### config.mk
export PLATFORM = sky130hd
export DESIGN_NAME = csts_charger_timer
export DESIGN_NICKNAME = d
export VERILOG_FILES = /design/src/rtl/csts_pkg.sv /design/src/rtl/csts_rate_tick.sv /design/src/rtl/csts_charger_timer.sv
export SDC_FILE = /design/constraint.sdc
export NUM_CORES = 1
export LEC_CHECK = 0
export ABC_CLOCK_PERIOD_IN_PS = 4550
export BUFFER_PORTS_ARGS = -buffer_cell sky130_fd_sc_hd__buf_2
export CAP_MARGIN = 30
export CORE_MARGIN = 2
export CORE_UTILIZATION = 25
export CTS_BUF_LIST = sky130_fd_sc_hd__clkbuf_4
export DETAILED_ROUTE_END_ITERATION = 16
export GPL_TIMING_DRIVEN = 0
export PLACE_DENSITY = 0.39
export SLEW_MARGIN = 20
export SYNTH_ARGS = -nofsm -noshare
export SYNTH_HDL_FRONTEND = slang
export SYNTH_SLANG_ARGS = --single-unit
### constraint.sdc
create_clock -name CLK -period 4.55 [get_ports CLK]
set_input_delay 0.2275 -clock CLK [delete_from_list [all_inputs] [get_ports CLK]]
set_output_delay 0.2275 -clock CLK [all_outputs]
set_load 0.01 [all_outputs]
### src/rtl/csts_pkg.sv
package csts_pkg;

    // ==========================================================
    // Clock and time base
    localparam int unsigned CLK_HZ = 40_000_000;
    localparam int unsigned TICK_PERIOD_MS = 1000;
    localparam int unsigned TICK_CYCLES = (CLK_HZ / 1000) * TICK_PERIOD_MS;
    localparam int unsigned SEC_PER_MIN = 60;
    localparam int unsigned SEC_PER_HR = 3600;

    // ==========================================================
    // Safety timeout periods, counted in one-second ticks
    localparam int unsigned PRE_MIN_0 = 40;
    localparam int unsigned PRE_MIN_1 = 60;
    localparam int unsigned PRE_MIN_2 = 80;
    localparam int unsigned TOT_HR_0 = 3;
    localparam int unsigned TOT_HR_1 = 4;
    localparam int unsigned TOT_HR_2 = 5;
    localparam int TIMER_W = 16;
    localparam logic [TIMER_W-1:0] PRE_TICKS_0 = TIMER_W'(PRE_MIN_0 * SEC_PER_MIN);
    localparam logic [TIMER_W-1:0] PRE_TICKS_1 = TIMER_W'(PRE_MIN_1 * SEC_PER_MIN);
    localparam logic [TIMER_W-1:0] PRE_TICKS_2 = TIMER_W'(PRE_MIN_2 * SEC_PER_MIN);
    localparam logic [TIMER_W-1:0] TOT_TICKS_0 = TIMER_W'(TOT_HR_0 * SEC_PER_HR);
    localparam logic [TIMER_W-1:0] TOT_TICKS_1 = TIMER_W'(TOT_HR_1 * SEC_PER_HR);
    localparam logic [TIMER_W-1:0] TOT_TICKS_2 = TIMER_W'(TOT_HR_2 * SEC_PER_HR);
    localparam logic [1:0] SEL_40_OR_3 = 2'h0;
    localparam logic [1:0] SEL_60_OR_4 = 2'h1;
    localparam logic [1:0] SEL_80_OR_5 = 2'h2;
    localparam logic [1:0] SEL_OFF = 2'h3;

    // ==========================================================
    // Register map
    localparam int ADDR_W = 8;
    localparam logic [ADDR_W-1:0] OFS_TIMER_CTRL = 8'h00;
    localparam logic [ADDR_W-1:0] OFS_TEMP_CTRL = 8'h04;
    localparam logic [ADDR_W-1:0] OFS_STATUS = 8'h08;
    localparam int TIMER_CTRL_W = 7;
    localparam int TEMP_CTRL_W = 3;
    localparam logic [TIMER_CTRL_W-1:0] TIMER_CTRL_RESET = 7'h00;
    localparam logic [TEMP_CTRL_W-1:0] TEMP_CTRL_RESET = 3'h0;
    localparam int ST_TIMER_FLAG = 0;
    localparam int ST_TEMP_FLAG = 1;
    localparam int ST_TIMER_FAULT = 2;
    localparam int ST_TEMP_OK = 3;
    localparam int ST_STATE_LSB = 4;
    localparam int ST_REVERSE = 11;

    // ==========================================================
    // Types
    typedef struct packed {
        logic timer_stat_en;
        logic total_expiry_irq_en;
        logic precond_expiry_irq_en;
        logic [1:0] total_timeout_sel;
        logic [1:0] precond_timeout_sel;
    } csts_timer_ctrl_t;

    typedef struct packed {
        logic temp_stat_en;
        logic temp_return_irq_en;
        logic temp_exit_irq_en;
    } csts_temp_ctrl_t;

    typedef struct packed {
        logic supply_valid;
        logic battery_present;
        logic vbat_above_precond;
        logic vbat_at_term;
        logic current_at_eoc;
        logic vbat_recharge;
        logic ntc_hot;
        logic ntc_cold;
        logic supply_below_bat;
    } csts_sense_t;

    typedef enum logic [6:0] {
        ST_PRECOND = 7'h01,
        ST_FAST = 7'h02,
        ST_TOPOFF = 7'h04,
        ST_EOC = 7'h08,
        ST_SUSPEND = 7'h10,
        ST_TEMP_FAULT = 7'h20,
        ST_TIMEOUT = 7'h40
    } csts_state_t;

endpackage : csts_pkg

### src/rtl/csts_rate_tick.sv
// Emits one tick per nominal second at full charge rate; a lower rate
// stretches the interval in inverse proportion.
module csts_rate_tick import csts_pkg::*; #(
    parameter int unsigned TICK_CYCLES = csts_pkg::TICK_CYCLES,
    parameter int RATE_W = 8
) (
    input wire logic clk,
    input wire logic rst,
    input wire logic run,
    input wire logic [RATE_W-1:0] rate,
    output logic tick
);
    localparam logic [47:0] FULL = 48'(TICK_CYCLES) * 48'((1 << RATE_W) - 1);

    logic [47:0] acc;
    logic [47:0] next_acc;

    assign next_acc = acc + 48'(rate);

    always_ff @(posedge clk or posedge rst) begin
        if (rst) begin
            acc <= 48'h0;
            tick <= 1'b0;
        end else if (!run) begin
            acc <= 48'h0;
            tick <= 1'b0;
        end else if (next_acc >= FULL) begin
            acc <= next_acc - FULL;
            tick <= 1'b1;
        end else begin
            acc <= next_acc;
            tick <= 1'b0;
        end
    end

endmodule : csts_rate_tick

### src/rtl/csts_charger_timer.sv
// How it works
// - Precondition timeout select: 00=40 min, 01=60, 10=80, 11=timer off.
// - Total timeout select: 00=3 h, 01=4 h, 10=5 h, 11=timer off.
// - Reduced charge current slows the timer tick, stretching timeouts proportionally.
// - Precondition expiry flags interrupt only with its enable and timer-status enable.
// - Total expiry flags interrupt only with its enable and timer-status enable.
// - Timer fault level reads 1 after any timeout, else 0.
// - Timer interrupt flag reads 1 once raised, cleared by reading it.
// - LED output sinks in precondition, fast and top-off; released otherwise.
// - Charging suspends while thermistor sense is outside hot/cold window.
// - Temperature exit flags interrupt only with its enable and status enable.
// - Temperature return flags interrupt only with its enable and status enable.
// - Temperature level reads 1 inside valid range, 0 outside.
// - Temperature interrupt flag reads 1 once raised, cleared by reading it.
// - Supply below battery switches charge path into low battery-drain mode.
// - Precondition timeout moves the charge state machine to timeout fault.
// - Total timeout in fast or top-off gives end-of-charge; recharge on droop.
//
// Decided for this implementation: the plain strobed port and the address map.
module csts_charger_timer import csts_pkg::*; #(
    parameter int unsigned TICK_CYCLES = csts_pkg::TICK_CYCLES,
    parameter int RATE_W = 8
) (
    input wire logic CLK,
    input wire logic SYS_RST,
    input wire logic [ADDR_W-1:0] ADDR,
    input wire logic [31:0] WDATA,
    input wire logic WR,
    input wire logic RD,
    output logic [31:0] RDATA,
    input wire csts_sense_t SENSE,
    input wire logic [RATE_W-1:0] CHG_RATE,
    output logic CHARGE_EN,
    output logic REVERSE_BLOCK,
    output logic IRQ,
    output logic CHARGE_ACTIVE_LED_N_O,
    output logic CHARGE_ACTIVE_LED_N_OE_N
);

    // ==========================================================
    // Registers and state
    csts_timer_ctrl_t timer_ctrl;
    csts_temp_ctrl_t temp_ctrl;
    csts_state_t state;
    csts_state_t next_state;
    logic [TIMER_W-1:0] pre_count;
    logic [TIMER_W-1:0] tot_count;
    logic [TIMER_W-1:0] pre_limit;
    logic [TIMER_W-1:0] tot_limit;
    logic tick;
    logic charging;
    logic pre_exp;
    logic tot_exp;
    logic temp_ok;
    logic temp_ok_d;
    logic temp_exit;
    logic temp_return;
    logic timer_irq_flag;
    logic temp_irq_flag;
    logic timer_fault_level;
    logic status_read;
    logic timer_set;
    logic temp_set;

    assign charging = (state == ST_PRECOND) || (state == ST_FAST) || (state == ST_TOPOFF);
    assign temp_ok = !SENSE.ntc_hot && !SENSE.ntc_cold;
    assign status_read = RD && (ADDR == OFS_STATUS);

    // ==========================================================
    // Register writes
    always_ff @(posedge CLK or posedge SYS_RST) begin
        if (SYS_RST) begin
            timer_ctrl <= TIMER_CTRL_RESET;
            temp_ctrl <= TEMP_CTRL_RESET;
        end else if (WR && ADDR == OFS_TIMER_CTRL) begin
            timer_ctrl <= WDATA[TIMER_CTRL_W-1:0];
        end else if (WR && ADDR == OFS_TEMP_CTRL) begin
            temp_ctrl <= WDATA[TEMP_CTRL_W-1:0];
        end
    end

    // ==========================================================
    // Safety timers
    csts_rate_tick #(.TICK_CYCLES(TICK_CYCLES), .RATE_W(RATE_W)) u_tick (
        .clk(CLK),
        .rst(SYS_RST),
        .run(charging),
        .rate(CHG_RATE),
        .tick(tick)
    );

    always_comb begin
        case (timer_ctrl.precond_timeout_sel)
            SEL_40_OR_3: pre_limit = PRE_TICKS_0;
            SEL_60_OR_4: pre_limit = PRE_TICKS_1;
            SEL_80_OR_5: pre_limit = PRE_TICKS_2;
            default: pre_limit = PRE_TICKS_0;
        endcase
        case (timer_ctrl.total_timeout_sel)
            SEL_40_OR_3: tot_limit = TOT_TICKS_0;
            SEL_60_OR_4: tot_limit = TOT_TICKS_1;
            SEL_80_OR_5: tot_limit = TOT_TICKS_2;
            default: tot_limit = TOT_TICKS_0;
        endcase
    end

    assign pre_exp = (state == ST_PRECOND) && (timer_ctrl.precond_timeout_sel != SEL_OFF) && tick
        && (pre_count == pre_limit - 1'b1);
    assign tot_exp = ((state == ST_FAST) || (state == ST_TOPOFF)) && (timer_ctrl.total_timeout_sel != SEL_OFF)
        && tick && (tot_count >= tot_limit - 1'b1);

    always_ff @(posedge CLK or posedge SYS_RST) begin
        if (SYS_RST) begin
            pre_count <= '0;
        end else if (state != ST_PRECOND) begin
            pre_count <= '0;
        end else if (tick && pre_count != pre_limit) begin
            pre_count <= pre_count + 1'b1;
        end
    end

    // Total timer spans precondition too, so it starts with the cycle
    always_ff @(posedge CLK or posedge SYS_RST) begin
        if (SYS_RST) begin
            tot_count <= '0;
        end else if (!charging) begin
            tot_count <= '0;
        end else if (tick && tot_count != tot_limit) begin
            tot_count <= tot_count + 1'b1;
        end
    end

    // ==========================================================
    // Charge state machine
    always_comb begin
        next_state = state;
        if (!SENSE.supply_valid || !SENSE.battery_present) begin
            next_state = ST_SUSPEND;
        end else if (!temp_ok && state != ST_TIMEOUT) begin
            next_state = ST_TEMP_FAULT;
        end else begin
            case (state)
                ST_PRECOND: begin
                    if (pre_exp) begin
                        next_state = ST_TIMEOUT;
                    end else if (SENSE.vbat_above_precond) begin
                        next_state = ST_FAST;
                    end
                end
                ST_FAST: begin
                    if (tot_exp) begin
                        next_state = ST_EOC;
                    end else if (SENSE.vbat_at_term) begin
                        next_state = ST_TOPOFF;
                    end
                end
                ST_TOPOFF: begin
                    if (tot_exp || SENSE.current_at_eoc) begin
                        next_state = ST_EOC;
                    end
                end
                ST_EOC: begin
                    if (SENSE.vbat_recharge) begin
                        next_state = ST_PRECOND;
                    end
                end
                ST_SUSPEND: next_state = ST_PRECOND;
                ST_TEMP_FAULT: next_state = ST_PRECOND;
                ST_TIMEOUT: next_state = ST_TIMEOUT;
                default: next_state = ST_SUSPEND;
            endcase
        end
    end

    always_ff @(posedge CLK or posedge SYS_RST) begin
        if (SYS_RST) begin
            state <= ST_SUSPEND;
        end else begin
            state <= next_state;
        end
    end

    // ==========================================================
    // Timer and temperature status
    assign timer_set = timer_ctrl.timer_stat_en
        && ((pre_exp && timer_ctrl.precond_expiry_irq_en)
        || (tot_exp && timer_ctrl.total_expiry_irq_en));
    assign temp_exit = temp_ok_d && !temp_ok;
    assign temp_return = !temp_ok_d && temp_ok;
    assign temp_set = temp_ctrl.temp_stat_en
        && ((temp_exit && temp_ctrl.temp_exit_irq_en)
        || (temp_return && temp_ctrl.temp_return_irq_en));

    // A fault stays visible until a fresh charge cycle begins
    always_ff @(posedge CLK or posedge SYS_RST) begin
        if (SYS_RST) begin
            timer_fault_level <= 1'b0;
        end else if (pre_exp || tot_exp) begin
            timer_fault_level <= 1'b1;
        end else if (next_state == ST_PRECOND && state != ST_PRECOND) begin
            timer_fault_level <= 1'b0;
        end
    end

    always_ff @(posedge CLK or posedge SYS_RST) begin
        if (SYS_RST) begin
            temp_ok_d <= 1'b1;
        end else begin
            temp_ok_d <= temp_ok;
        end
    end

    // Set beats the read clear so an event in the read cycle is kept
    always_ff @(posedge CLK or posedge SYS_RST) begin
        if (SYS_RST) begin
            timer_irq_flag <= 1'b0;
            temp_irq_flag <= 1'b0;
        end else begin
            if (timer_set) begin
                timer_irq_flag <= 1'b1;
            end else if (status_read) begin
                timer_irq_flag <= 1'b0;
            end
            if (temp_set) begin
                temp_irq_flag <= 1'b1;
            end else if (status_read) begin
                temp_irq_flag <= 1'b0;
            end
        end
    end

    // ==========================================================
    // Read port
    always_ff @(posedge CLK or posedge SYS_RST) begin
        if (SYS_RST) begin
            RDATA <= 32'h0;
        end else if (!RD) begin
            RDATA <= 32'h0;
        end else begin
            case (ADDR)
                OFS_TIMER_CTRL: RDATA <= {25'h0, timer_ctrl};
                OFS_TEMP_CTRL: RDATA <= {29'h0, temp_ctrl};
                OFS_STATUS: begin
                    RDATA <= 32'h0;
                    RDATA[ST_TIMER_FLAG] <= timer_irq_flag;
                    RDATA[ST_TEMP_FLAG] <= temp_irq_flag;
                    RDATA[ST_TIMER_FAULT] <= timer_fault_level;
                    RDATA[ST_TEMP_OK] <= temp_ok;
                    RDATA[ST_STATE_LSB +: 7] <= state;
                    RDATA[ST_REVERSE] <= REVERSE_BLOCK;
                end
                default: RDATA <= 32'h0;
            endcase
        end
    end

    // ==========================================================
    // Outputs
    always_ff @(posedge CLK or posedge SYS_RST) begin
        if (SYS_RST) begin
            CHARGE_EN <= 1'b0;
            REVERSE_BLOCK <= 1'b0;
            IRQ <= 1'b0;
            CHARGE_ACTIVE_LED_N_O <= 1'b0;
            CHARGE_ACTIVE_LED_N_OE_N <= 1'b1;
        end else begin
            CHARGE_EN <= charging;
            REVERSE_BLOCK <= SENSE.supply_below_bat;
            IRQ <= timer_irq_flag || temp_irq_flag;
            CHARGE_ACTIVE_LED_N_O <= 1'b0;
            CHARGE_ACTIVE_LED_N_OE_N <= !charging;
        end
    end
endmodule : csts_charger_timer

==> results.toml <==
[setup_path]
path_max_fanout = 7
cp_data_required_time_ps = 5080
path_class = "reg -> reg"
critPathLaunchType = "register"
critical_path.cell_chain = "ha_4 -> fa_2 -> a211o_4 -> a211oi_4 -> buf_12 -> or4_4 -> xor2_4 -> a2111o_1 -> nor4_4 -> buf_4 -> nand4_1 -> and3_4 -> or3b_4 -> buf_6 -> or3_1 -> a21oi_1"
worstSetupEndpointType = "register"
slowest_stage = "a2111o_1"
crit_arrival_ps = 4920
crit_path_max_incr_delay_ps = 440

[finish]
nets = 1094
drive_above_1_share_pct = 18.4
area_delta_synth_final_pct = 22.8
final_cell_count_no_fill = 1413

[timing]
tns_ps = 0
worstMarginPinSlew_ps = 746
period_needed_ps = 4390
clock_skew_ps = 28.9
hold_viol_final = 0
period_share_pct = 96.4
worst_slack_ps = 162
setup_viol = 0
grt_setup_unrepaired = "no"
worst_hold_slack_ps = 65.9
finalMaxSlewViolations = 0
clock.fmax_mhz = 228
slew_headroom_pct = 49.8

[die]
die_h_um = 182
rows = 65
num_io_pins = 98
dieArea_mm2 = 0.0330
core_mm2 = 0.0313
chipWidth_um = 182
initial_utilization_pct = 25.2

[global_route]
antenna_found_initial = 1
gr-total-overflow = 0
grt_pass1_vias = 6592
grt_start_max_net_pins = 61
track_usage_pct = 14.2
grt_pass1_wl_mm = 36.8

[clock_tree]
cts_root_buf = "clkbuf_4"
path_clk_slew_ps = 130
cts_made_buffers = 17
clock_sinks = 118
clock_latency_ps = 600
cts_buffer_depth = 2
cts_max_level = 4
tritoncts = "yes"

[logic_synthesis]
ys_seq_elements = 118
syn_area_mm2 = 0.00788
async_flop_share_pct = 100
ys_seq_area_share_pct = 37.5
synth_ff_type = "dfrtp_1"
synth_cell_types = 73
synth.avg_cell_area_um2 = 9.09
synthCells = 867
synth_enable_flop_cells = 0
yosysWarnings = 0

[hold_path]
hp-class = "in -> reg"

[detailed_routing]
ant_nets = 0
post-route-drc-count = 0
dr.first_iter.drc_count = 397
drtPass1Iterations = 6
wl_per_cell_um = 15.9
routed_wl_mm = 22.5
vias = 6666
viasPerCell = 4.72

[pwr]
leakagePower_nw = 4.12
ir_worst_vdd_mv = 0.143
p_per_area_mw_per_mm2 = 230
total_power_mw = 2.22

[run]
cap_viol_max_count = 0

[outcome]
status = "finished, final reports clean"

[placement]
dp.cells = 1341
post-place-ws_ps = -753
routabilityCongestion = 0.794
dp_hpwl_mm = 16.0
port_buffers = 50
-- flip-flops by register name, summed over array words and instances (netlist names) --
register / count
u_tick.acc: 48
pre_count: 16
tot_count: 16
RDATA: 12
state: 7
timer_ctrl: 7
temp_ctrl: 3
CHARGE_ACTIVE_LED_N_OE_N: 1
CHARGE_EN: 1
IRQ: 1
REVERSE_BLOCK: 1
temp_irq_flag: 1
temp_ok_d: 1
timer_fault_level: 1
timer_irq_flag: 1
u_tick.tick: 1
-- where the power goes --
group	leakage, nW	internal, mW	switching [mW]
Sequential	1.61	1.06	0.0131
Clock	0.183	0.504	0.483
Combinational	2.32	0.0731	0.0907
-- area by class of cell --
| type | count | area, µm² |
|---|---|---|
| Antenna cell | 1 | 2.50 |
| Clock inverter | 14 | 224 |
| Sequential cell | 118 | 2960 |
| Clock buffer | 18 | 135 |
| Fill cell | 3311 | 21600 |
| Buffer | 49 | 323 |
| Tap cell | 402 | 503 |
| Multi-Input combinational cell | 689 | 4760 |
| Inverter | 30 | 120 |
| Timing Repair Buffer | 92 | 647 |
-- cell usage in the layout, fill, tap and decap left out, drive strengths merged, types with 8 or more instances in the layout --
cell type | Yosys | routed
a21o | 9 | 9
dlygate4sd3 | 0 | 22
ha | 35 | 35
o21ai | 27 | 27
and3 | 20 | 20
or3 | 16 | 16
xnor2 | 48 | 48
dfrtp | 115 | 115
nand4 | 28 | 28
nand2 | 51 | 51
buf | 34 | 103
nor2 | 111 | 111
and2 | 13 | 13
a21oi | 26 | 26
mux2i | 13 | 13
conb | 2 | 22
clkbuf | 16 | 34
inv | 29 | 32
xor2 | 52 | 52
a211oi | 8 | 8
nor4 | 21 | 21
a211o | 9 | 9
nor3 | 36 | 36
nand3 | 34 | 34
-- repair_timing --
action,CTS,global route
endpoints found under the setup margin,40,30
buffers inserted,6,11
hold buffers,22,0
hold endpoints to repair,86,0
gates resized for setup,15,24
cloned,0,1
pin swaps,6,20
-- metal layers --
layer	wire length [µm]	track usage, %	vias to the layer above
li1	-	-	3315
met3	626	2.75	20
met5	0	0	-
met1	11100	19.2	3221
met4	289	4.07	0
met2	10500	23.0	110
-- synthesized netlist by cell type, types with 6 or more instances --
| master | instances | share of area, % |
|---|---|---|
| a211o_1 | 9 | 1.0 |
| a211oi_1 | 6 | 0.57 |
| a21o_1 | 9 | 0.86 |
| a21oi_1 | 26 | 1.7 |
| and2_1 | 13 | 1.0 |
| and3_1 | 19 | 1.5 |
| and4_1 | 6 | 0.67 |
| buf_4 | 27 | 2.6 |
| clkbuf_1 | 15 | 0.71 |
| dfrtp_1 | 115 | 37 |
| ha_1 | 35 | 5.6 |
| inv_1 | 29 | 1.4 |
| mux2_2 | 6 | 0.86 |
| mux2i_1 | 13 | 1.7 |
| nand2_1 | 51 | 2.4 |
| nand3_1 | 34 | 2.2 |
| nand4_1 | 27 | 2.1 |
| nor2_1 | 111 | 5.3 |
| nor2b_1 | 6 | 0.48 |
| nor3_1 | 34 | 2.2 |
| nor4_1 | 18 | 1.4 |
| o21a_1 | 7 | 0.67 |
| o21ai_0 | 25 | 1.6 |
| or3_1 | 16 | 1.3 |
| xnor2_1 | 48 | 5.3 |
| xor2_1 | 52 | 5.8 |
-- cell families after synthesis --
logic type,count (synthesis),synth area share [%]
DFF,118,37.5
adders and majority gates,36,5.81
AOI/OAI and AO/OA,128,11.3
xor gates and xnor gates,100,11.1
buffers and inverters,80,5.62
and+or+nand+nor,384,26.0
other,2,0.0953
muxes,19,2.51
-- worst max-delay path, delay by kind of cell (launching register included) --
| family | cells | cell delay (ps) |
|---|---|---|
| AO/OA/AOI/OAI | 4 | 1220 |
| XOR/XNOR | 1 | 60 |
| adder cells (fa/ha/maj) | 2 | 580 |
| buffers and inverters | 3 | 500 |
| flip-flops | 1 | 410 |
| AND/OR/NAND/NOR | 6 | 1540 |
-- per-stage QoR --
| stage | cell area (µm²) | utilization [%] |
|---|---|---|
| 3_5_place_dp | 8750 | 28.0 |
| 3_3_place_gp | 8710 | 27.8 |
| 5_1_grt | 9670 | 30.9 |
| 6_report | 9670 | 30.9 |
| 4_1_cts | 9490 | 30.3 |
| 2_1_floorplan | 7950 | - |
-- path summary, 6_finish.rpt --
kind | from | end | slack (ps) | cells past startpoint
setup / recovery | u_tick.acc[0] | u_tick.acc[41] | 160 | 16
setup reg to reg | u_tick.acc[0] | u_tick.acc[41] | 160 | 16
hold reg to reg | timer_irq_flag | IRQ | 550 | 1
hold / removal | SENSE[1] | RDATA[3] | 70 | 4
min in group asynchronous | SYS_RST | state[3] | 200 | 3
max in group asynchronous | SYS_RST | u_tick.acc[23] | 3660 | 4
Power figures use the tool's default switching activity.
